**src/common/wwdt_regs.svh**
```systemverilog
/*
  windowed watchdog timer: register offsets, field positions, reset values
  and timing counts. assumes a 250 mhz system clock and a plain
  address/strobe register port.
*/
`ifndef WWDT_REGS_SVH
`define WWDT_REGS_SVH

// ---------------------------------------------------------------
// register offsets (word addresses on the plain port)
// ---------------------------------------------------------------
`define WWDT_ADDR_W            4
`define WWDT_OFF_RESET_CTRL    4'h0
`define WWDT_OFF_CONFIG_ONE    4'h1

// ---------------------------------------------------------------
// reset_control_reg fields
// ---------------------------------------------------------------
`define WWDT_RC_IDLE_BIT       2
`define WWDT_RC_SLEEP_BIT      3
`define WWDT_RC_TIMEOUT_BIT    4
`define WWDT_RC_SWEN_BIT       5

// ---------------------------------------------------------------
// config_word_one fields
// ---------------------------------------------------------------
`define WWDT_CW_PS_LSB         0
`define WWDT_CW_PS_MSB         3
`define WWDT_CW_PRESEL_BIT     4
`define WWDT_CW_WINDOW_DISABLE_CFG_BIT     6
`define WWDT_CW_HWEN_BIT       7
// unprogrammed word: every bit set
`define WWDT_CW_RESET          8'hff

// ---------------------------------------------------------------
// timing
// ---------------------------------------------------------------
`define WWDT_SYS_CLK_HZ        250000000
`define WWDT_LOW_POWER_RC_CLOCK_HZ           31000
`define WWDT_LOW_POWER_RC_CLOCK_DIV_CYC      (`WWDT_SYS_CLK_HZ / `WWDT_LOW_POWER_RC_CLOCK_HZ)
`define WWDT_PRE_SHORT_BITS    5
`define WWDT_PRE_LONG_BITS     7
`define WWDT_POST_BITS         15

`endif

```
**src/common/wwdt_pkg.sv**
```systemverilog
/*
  windowed watchdog timer: shared types. assumes wwdt_regs.svh for the
  numeric constants.
*/
`default_nettype none

package wwdt_pkg;

  // core events, each a one-cycle pulse on the system clock
  typedef struct packed {
    logic dev_reset;        // any device reset
    logic clk_switch_done;  // hardware or software clock switch completed
    logic power_save_instruction_enter;     // power_save_instruction executed
    logic power_save_instruction_idle;      // with power_save_instruction_enter: 1 = idle, 0 = sleep
    logic power_save_instruction_exit;      // leaving sleep or idle
    logic clear_instr;      // watchdog_clear_instruction executed
  } wwdt_core_evt_t;

  // register port request
  typedef struct packed {
    logic       wr;
    logic       rd;
    logic [3:0] addr;
    logic [7:0] wdata;
  } wwdt_bus_req_t;

  // power state
  typedef enum logic [1:0] {
    WWDT_RUN,
    WWDT_SLEEP,
    WWDT_IDLE
  } wwdt_pstate_t;

endpackage

`default_nettype wire

```
**src/logic/wwdt_prescaler.sv**
```systemverilog
/*
  prescaler: counts low-power clock ticks, wraps at 32 or 128.
  assumes tick_in is a one-cycle enable on the system clock.
*/
`timescale 1ns/1ps
`default_nettype none

module wwdt_prescaler
#(
  parameter int LONG_BITS = 7
)
(
  input  wire logic                 sys_clk_in,
  input  wire logic                 rstn_in,
  input  wire logic                 clear_in,     // synchronous clear
  input  wire logic                 tick_in,      // low_power_rc_clock enable
  input  wire logic                 long_sel_in,  // 1 = divide by 128
  output logic [LONG_BITS-1:0]      count_out,    // current count
  output logic                      wrap_out      // one-cycle wrap pulse
);

  logic [LONG_BITS-1:0] cnt_r;   // prescale count
  logic                 last_w;  // last count of the chosen length

  // ---------------------------------------------------------------
  // wrap detect
  // ---------------------------------------------------------------
  // short mode looks only at the low five bits
  assign last_w = long_sel_in ? (&cnt_r) : (&cnt_r[4:0]);
  assign wrap_out = tick_in & last_w & ~clear_in;
  assign count_out = cnt_r;

  // ---------------------------------------------------------------
  // counter
  // ---------------------------------------------------------------
  always_ff @(posedge sys_clk_in or negedge rstn_in)
  begin
    if (!rstn_in)
      cnt_r <= '0;
    else if (clear_in)
      cnt_r <= '0;
    else if (tick_in && wrap_out)
      cnt_r <= '0;
    else if (tick_in)
      cnt_r <= cnt_r + 1'b1;
  end

endmodule

`default_nettype wire

```
**src/logic/wwdt_postscaler.sv**
```systemverilog
/*
  postscaler: counts prescaler wraps, expires after 2**select of them.
  assumes step_in is a one-cycle pulse on the system clock.
*/
`timescale 1ns/1ps
`default_nettype none

module wwdt_postscaler
#(
  parameter int BITS = 15
)
(
  input  wire logic            sys_clk_in,
  input  wire logic            rstn_in,
  input  wire logic            clear_in,    // synchronous clear
  input  wire logic            step_in,     // prescaler wrap
  input  wire logic [3:0]      select_in,   // ratio 1:2**select
  output logic [BITS-1:0]      count_out,   // current count
  output logic                 expire_out   // one-cycle expiry pulse
);

  logic [BITS-1:0] cnt_r;   // postscale count
  logic [BITS-1:0] mask_w;  // terminal count for the ratio

  // ---------------------------------------------------------------
  // terminal count
  // ---------------------------------------------------------------
  // 16 ratios from 1:1 up to 1:32768
  assign mask_w     = BITS'((32'h1 << select_in) - 32'h1);
  assign expire_out = step_in & (cnt_r == mask_w) & ~clear_in;
  assign count_out  = cnt_r;

  // ---------------------------------------------------------------
  // counter
  // ---------------------------------------------------------------
  always_ff @(posedge sys_clk_in or negedge rstn_in)
  begin
    if (!rstn_in)
      cnt_r <= '0;
    else if (clear_in || expire_out)
      cnt_r <= '0;
    else if (step_in)
      cnt_r <= cnt_r + 1'b1;
  end

endmodule

`default_nettype wire

```
**src/logic/wwdt_top.sv**
```systemverilog
/*
  windowed watchdog timer top: low-power clock divider, prescaler,
  postscaler, fixed-window clear check, power-state tracking and the
  reset control and configuration registers on a plain register port.
  assumes core events arrive as one-cycle pulses on sys_clk_in and that
  the reset controller feeds wdt_reset_out back as dev_reset.
*/
// Behaviour
// - clock from low-power oscillator, enabled with watchdog
// - prescaler divides by 32 or 128
// - base period 1 ms or 4 ms
// - postscaler field selects 16 ratios
// - clear counters on reset, switch, power-save, clear
// - time-out in sleep/idle wakes device
// - sticky time-out flag, software clears it
// - window mode: early clear resets device
// - window mode when window disable bit zero
// - hardware enable forces watchdog on
// - otherwise software enable bit runs watchdog
// - software enable cleared on device reset
`timescale 1ns/1ps
`default_nettype none

`include "wwdt_regs.svh"

module wwdt_top
#(
  parameter int LOW_POWER_RC_CLOCK_DIV = `WWDT_LOW_POWER_RC_CLOCK_DIV_CYC  // system cycles per low-power tick
)
(
  input  wire logic                     sys_clk_in,
  input  wire logic                     rstn_in,
  input  wire wwdt_pkg::wwdt_core_evt_t core_evt_in,    // core event pulses
  input  wire wwdt_pkg::wwdt_bus_req_t  bus_req_in,     // register port request
  output logic [7:0]                    rdata_out,      // read data, cycle after read
  output logic                          wdt_reset_out,  // one-cycle reset request
  output logic                          wake_out,       // one-cycle wake request
  output logic                          low_power_rc_clock_en_out     // low-power oscillator enable
);

  import wwdt_pkg::*;

  localparam int DIV_W = $clog2(LOW_POWER_RC_CLOCK_DIV + 1);
  localparam int TOT_W = `WWDT_PRE_LONG_BITS + `WWDT_POST_BITS;

  // ---------------------------------------------------------------
  // declarations
  // ---------------------------------------------------------------
  logic [7:0]       cfg_r;          // config_word_one
  logic             sw_en_r;        // sw_enable_bit
  logic             timeout_r;      // timeout_flag
  logic             sleep_bit_r;    // sleep status
  logic             idle_bit_r;     // idle status
  wwdt_pstate_t     pstate_r;       // power state
  logic [DIV_W-1:0] div_r;          // low-power tick divider
  logic             tick_w;         // low-power tick enable
  logic             enabled_w;      // watchdog running
  logic             clear_w;        // counter clear
  logic             win_mode_w;     // fixed window active
  logic             in_window_w;    // count in last quarter
  logic             early_clr_w;    // clear before window
  logic             expire_w;       // full period elapsed
  logic             asleep_w;       // in sleep or idle
  logic             pre_wrap_w;     // prescaler wrap
  logic [6:0]       pre_cnt_w;      // prescaler count
  logic [14:0]      post_cnt_w;     // postscaler count
  logic             wr_rc_w;        // write to reset control
  logic             wr_cw_w;        // write to config word
  logic [3:0]       ps_sel_w;       // postscale_select_cfg
  logic             pre_long_w;     // prescale_select_cfg
  logic             hw_en_w;        // hw_enable_cfg
  logic             win_dis_w;      // window_disable_cfg

  // ---------------------------------------------------------------
  // window test
  // ---------------------------------------------------------------
  // the last quarter is where the top two bits of the combined count
  // are both set; the combined width is prescale bits plus the postscale select value
  function automatic logic last_quarter(input logic [14:0] post,
                                        input logic [6:0]  pre,
                                        input logic        long_sel,
                                        input logic [3:0]  ps);
    logic [TOT_W-1:0] tot;
    int               n;
    tot = '0;
    n   = 0;
    if (long_sel)
    begin
      tot = {post, pre};
      n   = `WWDT_PRE_LONG_BITS + int'(ps);
    end
    else
    begin
      tot = TOT_W'({post, pre[4:0]});
      n   = `WWDT_PRE_SHORT_BITS + int'(ps);
    end
    last_quarter = tot[n-1] & tot[n-2];
  endfunction

  // ---------------------------------------------------------------
  // field decode
  // ---------------------------------------------------------------
  assign ps_sel_w   = cfg_r[`WWDT_CW_PS_MSB:`WWDT_CW_PS_LSB];
  assign pre_long_w = cfg_r[`WWDT_CW_PRESEL_BIT];
  assign hw_en_w    = cfg_r[`WWDT_CW_HWEN_BIT];
  assign win_dis_w  = cfg_r[`WWDT_CW_WINDOW_DISABLE_CFG_BIT];
  assign wr_rc_w    = bus_req_in.wr && (bus_req_in.addr == `WWDT_OFF_RESET_CTRL);
  assign wr_cw_w    = bus_req_in.wr && (bus_req_in.addr == `WWDT_OFF_CONFIG_ONE);

  // hardware enable cannot be overridden by the software enable bit
  assign enabled_w  = hw_en_w | sw_en_r;
  assign asleep_w   = (pstate_r != WWDT_RUN);
  assign win_mode_w = ~win_dis_w;

  // every counter clear source in one term
  assign clear_w = core_evt_in.dev_reset | core_evt_in.clk_switch_done
                 | core_evt_in.power_save_instruction_enter | core_evt_in.power_save_instruction_exit
                 | (core_evt_in.clear_instr & ~asleep_w)
                 | ~enabled_w;

  assign in_window_w = last_quarter(post_cnt_w, pre_cnt_w, pre_long_w, ps_sel_w);
  // a clear only counts during normal execution
  assign early_clr_w = enabled_w & win_mode_w & core_evt_in.clear_instr
                     & ~asleep_w & ~in_window_w;

  // ---------------------------------------------------------------
  // low-power tick divider
  // ---------------------------------------------------------------
  // stands in for the 31 khz oscillator; it only runs while the watchdog
  // is enabled so the oscillator enable and the ticks agree
  always_ff @(posedge sys_clk_in or negedge rstn_in)
  begin
    if (!rstn_in)
      div_r <= '0;
    else if (!enabled_w || clear_w)
      div_r <= '0;
    else if (div_r == DIV_W'(LOW_POWER_RC_CLOCK_DIV - 1))
      div_r <= '0;
    else
      div_r <= div_r + 1'b1;
  end

  assign tick_w = enabled_w & ~clear_w & (div_r == DIV_W'(LOW_POWER_RC_CLOCK_DIV - 1));

  // ---------------------------------------------------------------
  // prescaler and postscaler
  // ---------------------------------------------------------------
  // 32 ticks give 1 ms and 128 ticks give 4 ms at the nominal rate
  wwdt_prescaler #(
    .LONG_BITS   (`WWDT_PRE_LONG_BITS)
  ) u_pre (
    .sys_clk_in  (sys_clk_in),
    .rstn_in     (rstn_in),
    .clear_in    (clear_w),
    .tick_in     (tick_w),
    .long_sel_in (pre_long_w),
    .count_out   (pre_cnt_w),
    .wrap_out    (pre_wrap_w)
  );

  wwdt_postscaler #(
    .BITS        (`WWDT_POST_BITS)
  ) u_post (
    .sys_clk_in  (sys_clk_in),
    .rstn_in     (rstn_in),
    .clear_in    (clear_w),
    .step_in     (pre_wrap_w),
    .select_in   (ps_sel_w),
    .count_out   (post_cnt_w),
    .expire_out  (expire_w)
  );

  // ---------------------------------------------------------------
  // power state
  // ---------------------------------------------------------------
  // tracks sleep and idle so an expiry there wakes instead of resetting
  always_ff @(posedge sys_clk_in or negedge rstn_in)
  begin
    if (!rstn_in)
      pstate_r <= WWDT_RUN;
    else if (core_evt_in.dev_reset)
      pstate_r <= WWDT_RUN;
    else
    begin
      case (pstate_r)
        WWDT_RUN:
          if (core_evt_in.power_save_instruction_enter)
            pstate_r <= core_evt_in.power_save_instruction_idle ? WWDT_IDLE : WWDT_SLEEP;
        WWDT_SLEEP,
        WWDT_IDLE:
          // leave on the core's exit event or on our own wake
          if (core_evt_in.power_save_instruction_exit || expire_w)
            pstate_r <= WWDT_RUN;
        default:
          pstate_r <= WWDT_RUN;
      endcase
    end
  end

  // ---------------------------------------------------------------
  // reset and wake requests
  // ---------------------------------------------------------------
  // registered so both leave the block straight from a flip-flop
  always_ff @(posedge sys_clk_in or negedge rstn_in)
  begin
    if (!rstn_in)
    begin
      wdt_reset_out <= 1'b0;
      wake_out      <= 1'b0;
    end
    else
    begin
      wdt_reset_out <= (expire_w & ~asleep_w) | early_clr_w;
      wake_out      <= expire_w & asleep_w;
    end
  end

  // oscillator enable follows the watchdog enable
  always_ff @(posedge sys_clk_in or negedge rstn_in)
  begin
    if (!rstn_in)
      low_power_rc_clock_en_out <= 1'b0;
    else
      low_power_rc_clock_en_out <= enabled_w;
  end

  // ---------------------------------------------------------------
  // configuration word
  // ---------------------------------------------------------------
  // writable here so one part can be retargeted; real parts would load
  // it once from nonvolatile storage
  always_ff @(posedge sys_clk_in or negedge rstn_in)
  begin
    if (!rstn_in)
      cfg_r <= `WWDT_CW_RESET;
    else if (wr_cw_w)
      cfg_r <= bus_req_in.wdata;
  end

  // ---------------------------------------------------------------
  // software enable
  // ---------------------------------------------------------------
  always_ff @(posedge sys_clk_in or negedge rstn_in)
  begin
    if (!rstn_in)
      sw_en_r <= 1'b0;
    else if (core_evt_in.dev_reset)
      sw_en_r <= 1'b0;
    else if (wr_rc_w)
      sw_en_r <= bus_req_in.wdata[`WWDT_RC_SWEN_BIT];
  end

  // ---------------------------------------------------------------
  // sticky status bits
  // ---------------------------------------------------------------
  // hardware set beats a software clear in the same cycle; a device
  // reset does not touch them so software can see why it restarted
  always_ff @(posedge sys_clk_in or negedge rstn_in)
  begin
    if (!rstn_in)
      timeout_r <= 1'b0;
    else if (expire_w || early_clr_w)
      timeout_r <= 1'b1;
    else if (wr_rc_w)
      timeout_r <= bus_req_in.wdata[`WWDT_RC_TIMEOUT_BIT];
  end

  // sleep and idle bits are only ever cleared by software
  always_ff @(posedge sys_clk_in or negedge rstn_in)
  begin
    if (!rstn_in)
    begin
      sleep_bit_r <= 1'b0;
      idle_bit_r  <= 1'b0;
    end
    else
    begin
      if (core_evt_in.power_save_instruction_enter && !asleep_w && !core_evt_in.power_save_instruction_idle)
        sleep_bit_r <= 1'b1;
      else if (wr_rc_w)
        sleep_bit_r <= bus_req_in.wdata[`WWDT_RC_SLEEP_BIT];
      if (core_evt_in.power_save_instruction_enter && !asleep_w && core_evt_in.power_save_instruction_idle)
        idle_bit_r <= 1'b1;
      else if (wr_rc_w)
        idle_bit_r <= bus_req_in.wdata[`WWDT_RC_IDLE_BIT];
    end
  end

  // ---------------------------------------------------------------
  // read port
  // ---------------------------------------------------------------
  // unmapped addresses and non-read cycles return zero
  always_ff @(posedge sys_clk_in or negedge rstn_in)
  begin
    if (!rstn_in)
      rdata_out <= 8'h00;
    else if (bus_req_in.rd && bus_req_in.addr == `WWDT_OFF_RESET_CTRL)
    begin
      rdata_out                       <= 8'h00;
      rdata_out[`WWDT_RC_SWEN_BIT]    <= sw_en_r;
      rdata_out[`WWDT_RC_TIMEOUT_BIT] <= timeout_r;
      rdata_out[`WWDT_RC_SLEEP_BIT]   <= sleep_bit_r;
      rdata_out[`WWDT_RC_IDLE_BIT]    <= idle_bit_r;
    end
    else if (bus_req_in.rd && bus_req_in.addr == `WWDT_OFF_CONFIG_ONE)
      rdata_out <= cfg_r;
    else
      rdata_out <= 8'h00;
  end

endmodule

`default_nettype wire

```
**config.mk**
```make
export PLATFORM = sky130hd
export DESIGN_NAME = wwdt_top
export DESIGN_NICKNAME = d
export VERILOG_FILES = /design/src/common/wwdt_pkg.sv /design/src/logic/wwdt_prescaler.sv /design/src/logic/wwdt_postscaler.sv /design/src/logic/wwdt_top.sv
export VERILOG_INCLUDE_DIRS = /design/src /design/src/common
export SDC_FILE = /design/constraint.sdc
export NUM_CORES = 1
export LEC_CHECK = 0
export BUFFER_PORTS_ARGS = -buffer_cell sky130_fd_sc_hd__buf_4
export CORE_MARGIN = 2
export CORE_UTILIZATION = 55
export DETAILED_ROUTE_END_ITERATION = 8
export PLACE_DENSITY_LB_ADDON = 0.1
export RECOVER_POWER = 100
export SETUP_SLACK_MARGIN = 0.1
export SYNTH_ARGS = -nofsm -noshare
export SYNTH_HDL_FRONTEND = slang
export SYNTH_SLANG_ARGS = --single-unit
```
**constraint.sdc**
```tcl
create_clock -name sys_clk_in -period 3.5 [get_ports sys_clk_in]
set_input_delay 0.7 -clock sys_clk_in [delete_from_list [all_inputs] [get_ports sys_clk_in]]
set_output_delay 0.7 -clock sys_clk_in [all_outputs]
set_load 0.05 [all_outputs]
```
==> flow_summary.yaml <==
synth:
  synth_cells: 453
  synth_top_area_cell: "dfrtp_1"
  synth_area_leaders: "dfrtp_1, mux4_2, dfstp_2"
  synth.distinct_cells: 64
  syn_nets: 486
  seq_area_frac_synth: 0.356
  synth_area_per_cell_um2: 9.38
  synth_seq_cells: 60
  yosys.area.top_type_share: 0.306
  synthFlopType: "dfrtp_1"
  synthArstFlopShare: 1.00
  synth_area_mm2: 0.00425
  synth_edf_count: 0
  yosys_warnings: 0
drt:
  routed_wl_um: 9620
  drc: 0
  drtIter0Drc: 194
  via_count: 3446
  wire_per_inst_um: 16.5
  ant_nets: 0
  vias_per_cell: 5.92
  firstDrtPassIters: 4
clocking:
  h-tree-depth: 3
  clock_latency_ns: 0.34
  cts_buffers: 9
  cts_num_sinks: 60
  clk_pin_slew_ns: 0.07
  root_buffer: "clkbuf_8"
  cts_tree: "done"
  ctsLongestPathBuffers: 2
  cts_setup_buffers: 0
critical_path:
  cp_cell_sequence: "inv_1 -> nand3_1 -> ha_1 -> or3b_2 -> and3_1 -> or4_1 -> nor4_4 -> and2_1 -> buf_6 -> o21ai_0"
  worst_setup_path_end_kind: "flip-flop"
  critPathMaxStageDelay_ns: 0.62
  worst_path_dominant_cell_family: "simple AND/OR/NAND/NOR gates"
  path_class: "flip-flop to flip-flop"
  required_ns: 3.72
  cpMaxStageDelayCell: "dfstp_2"
  timing.critical_path.buf_inv: 2
  worstPathArrival_ns: 3.46
  critPathMaxFanout: 17
  startpoint_type: "flip-flop"
grt:
  antenna_found_initial: 0
  overflow: 0
  grt_usage: 0.250
  grt_max_degree: 61
  grt_pass1_wl_um: 16800
  grt_pass1_vias: 3379
hold_path:
  hp-class: "flip-flop to flip-flop"
sta:
  finalHoldViolations: 0
  drv_slew: 0
  hold_ws_ns: 0.493
  setup-violations-final: 0
  min_period_over_period: 0.928
  max_slew.worst_pin.slew_ns: 1.50
  rsz0062_at_grt: "false"
  timing.fmax_mhz: 308
  fin_crit_ns: 3.25
  slew_headroom: 0.00302
  setup_tns_ns: 0
  fin_skew_ns: 0.00915
cells_and_area:
  diodes: 0
  utilization: 0.623
  final_area_mm2: 0.00474
  ff_latch_area_mm2: 0.00151
  n_fill_cell: 676
  areaGrowthSynthToFinish_pct: 11.6
  multi_input_area_mm2: 0.00253
  nNetsFinal: 508
  drive_gt1_frac: 0.175
placed_design:
  placed_area_mm2: 0.00454
  dp_hpwl_um: 6690
  numPortBuffers: 32
  gp_congestion: 0.878
floorplanning:
  die_y_um: 91.9
  initial_core_util: 0.558
  core_area_mm2: 0.00761
  die_area_mm2: 0.00844
  num_rows: 32
  pin_count: 33
  die_w_um: 91.9
pwr:
  peakVddDrop_uv: 257
  p_leak_nw: 1.98
  p_per_area_mw_per_mm2: 528
  p_total_mw: 2.50
run:
  drv_cap: 0
outcome:
  status: "completed"
==> timing repair <==
action / CTS / global route
resized for setup: 0 / 3
endpoints found under the setup margin: 0 / 3
hold buffers: 0 / 0
==> stage by stage <==
stage / std cells / setup WS, ns
global route: 582 / 0.0770
detailed placement: 566 / 0.242
CTS: 582 / 0.220
finish: 582 / 0.252
global placement: 566 / 0.332
floorplan: 453 / 0.110
==> where the power goes <==
| group | internal (mW) | switching (mW) | leakage (nW) |
|---|---|---|---|
| clock network | 0.461 | 0.287 | 0.120 |
| registers | 0.747 | 0.0334 | 0.792 |
| logic | 0.405 | 0.569 | 1.06 |
| total | 1.61 | 0.889 | 1.98 |
==> cell usage after synthesis, types with 12 or more instances <==
master	number
mux2i_1	21
nor3_1	19
nand3_1	22
nor2_1	33
o21ai_0	29
clkbuf_1	16
xnor2_1	16
dfrtp_1	52
mux2_2	13
and3_1	12
inv_1	13
xor2_1	18
nand2_1	33
==> final timing paths <==
path                       startpoint             endpoint  slack, ns  depth (start not counted)
setup / recovery             cfg_r[2]          pstate_r[1]       0.25                         10
hold / removal             idle_bit_r         rdata_out[2]       0.49                          1
setup reg to reg             cfg_r[2]          pstate_r[1]       0.25                         10
hold reg to reg            idle_bit_r         rdata_out[2]       0.49                          1
max in group asynchronous     rstn_in  u_post.count_out[8]       1.88                          1
min in group asynchronous     rstn_in         rdata_out[1]       0.71                          1
==> sequential cells by signal (all words and copies together) (netlist names) <==
register                   flops
sw_en_r                        1
pstate_r                       2
low_power_rc_clock_en_out      1
div_r                         13
u_pre.count_out                7
rdata_out                      8
sleep_bit_r                    1
timeout_r                      1
wake_out                       1
u_post.count_out              15
wdt_reset_out                  1
idle_bit_r                     1
cfg_r                          8
==> worst register-to-register path, delay by kind of cell, from the launching register on <==
family / cells / cell delay, ns
simple gates: 6 / 1.78
fa+ha+maj: 1 / 0.29
compound gates: 1 / 0.13
flops: 1 / 0.62
buf+inv: 2 / 0.31
==> cell type report <==
cell class              count  share of cell area
multi-input cells         347               0.534
flip-flops and latches     60               0.319
repair buffers             44              0.0604
clock buffers              13              0.0356
well taps                 102              0.0269
clock inverters             3              0.0145
inverters                  13              0.0103
==> placed cells by master, fill, tap and decap left out, types with 8 or more instances in the layout <==
cell      synthesis  layout
dfrtp_1          52      52
nor2_1           33      33
nand2_1          33      33
buf_4             0      29
o21ai_0          29      28
nand3_1          22      22
mux2i_1          21      21
nor3_1           19      19
xor2_1           18      18
xnor2_1          16      16
inv_1            13      13
clkbuf_1         16      13
and3_1           12      12
mux2_2           13      12
clkbuf_8          0      12
a21oi_1          10      10
mux4_2           10      10
ha_1             10      10
dfstp_2           8       8
==> logic make-up (layout without fill, tap and decap cells) <==
group,count (synthesis),after routing,share of synthesized area
buffers and inverters,46,73,0.0515
DFF,60,60,0.356
AOI/OAI and AO/OA,81,81,0.124
muxes,44,44,0.137
xor gates and xnor gates,35,35,0.0754
adders and majority gates,11,11,0.0342
and+or+nand+nor,176,176,0.222
==> metal layers <==
| layer | part of all wire | track usage | vias up |
|---|---|---|---|
| li1 | - | - | 1684 |
| met5 | 0 | 0 | - |
| met3 | 0.053 | 0.0518 | 13 |
| met4 | 0.017 | 0.0622 | 0 |
| met1 | 0.46 | 0.355 | 1674 |
| met2 | 0.47 | 0.393 | 75 |
(Power assumes the default switching activity.)
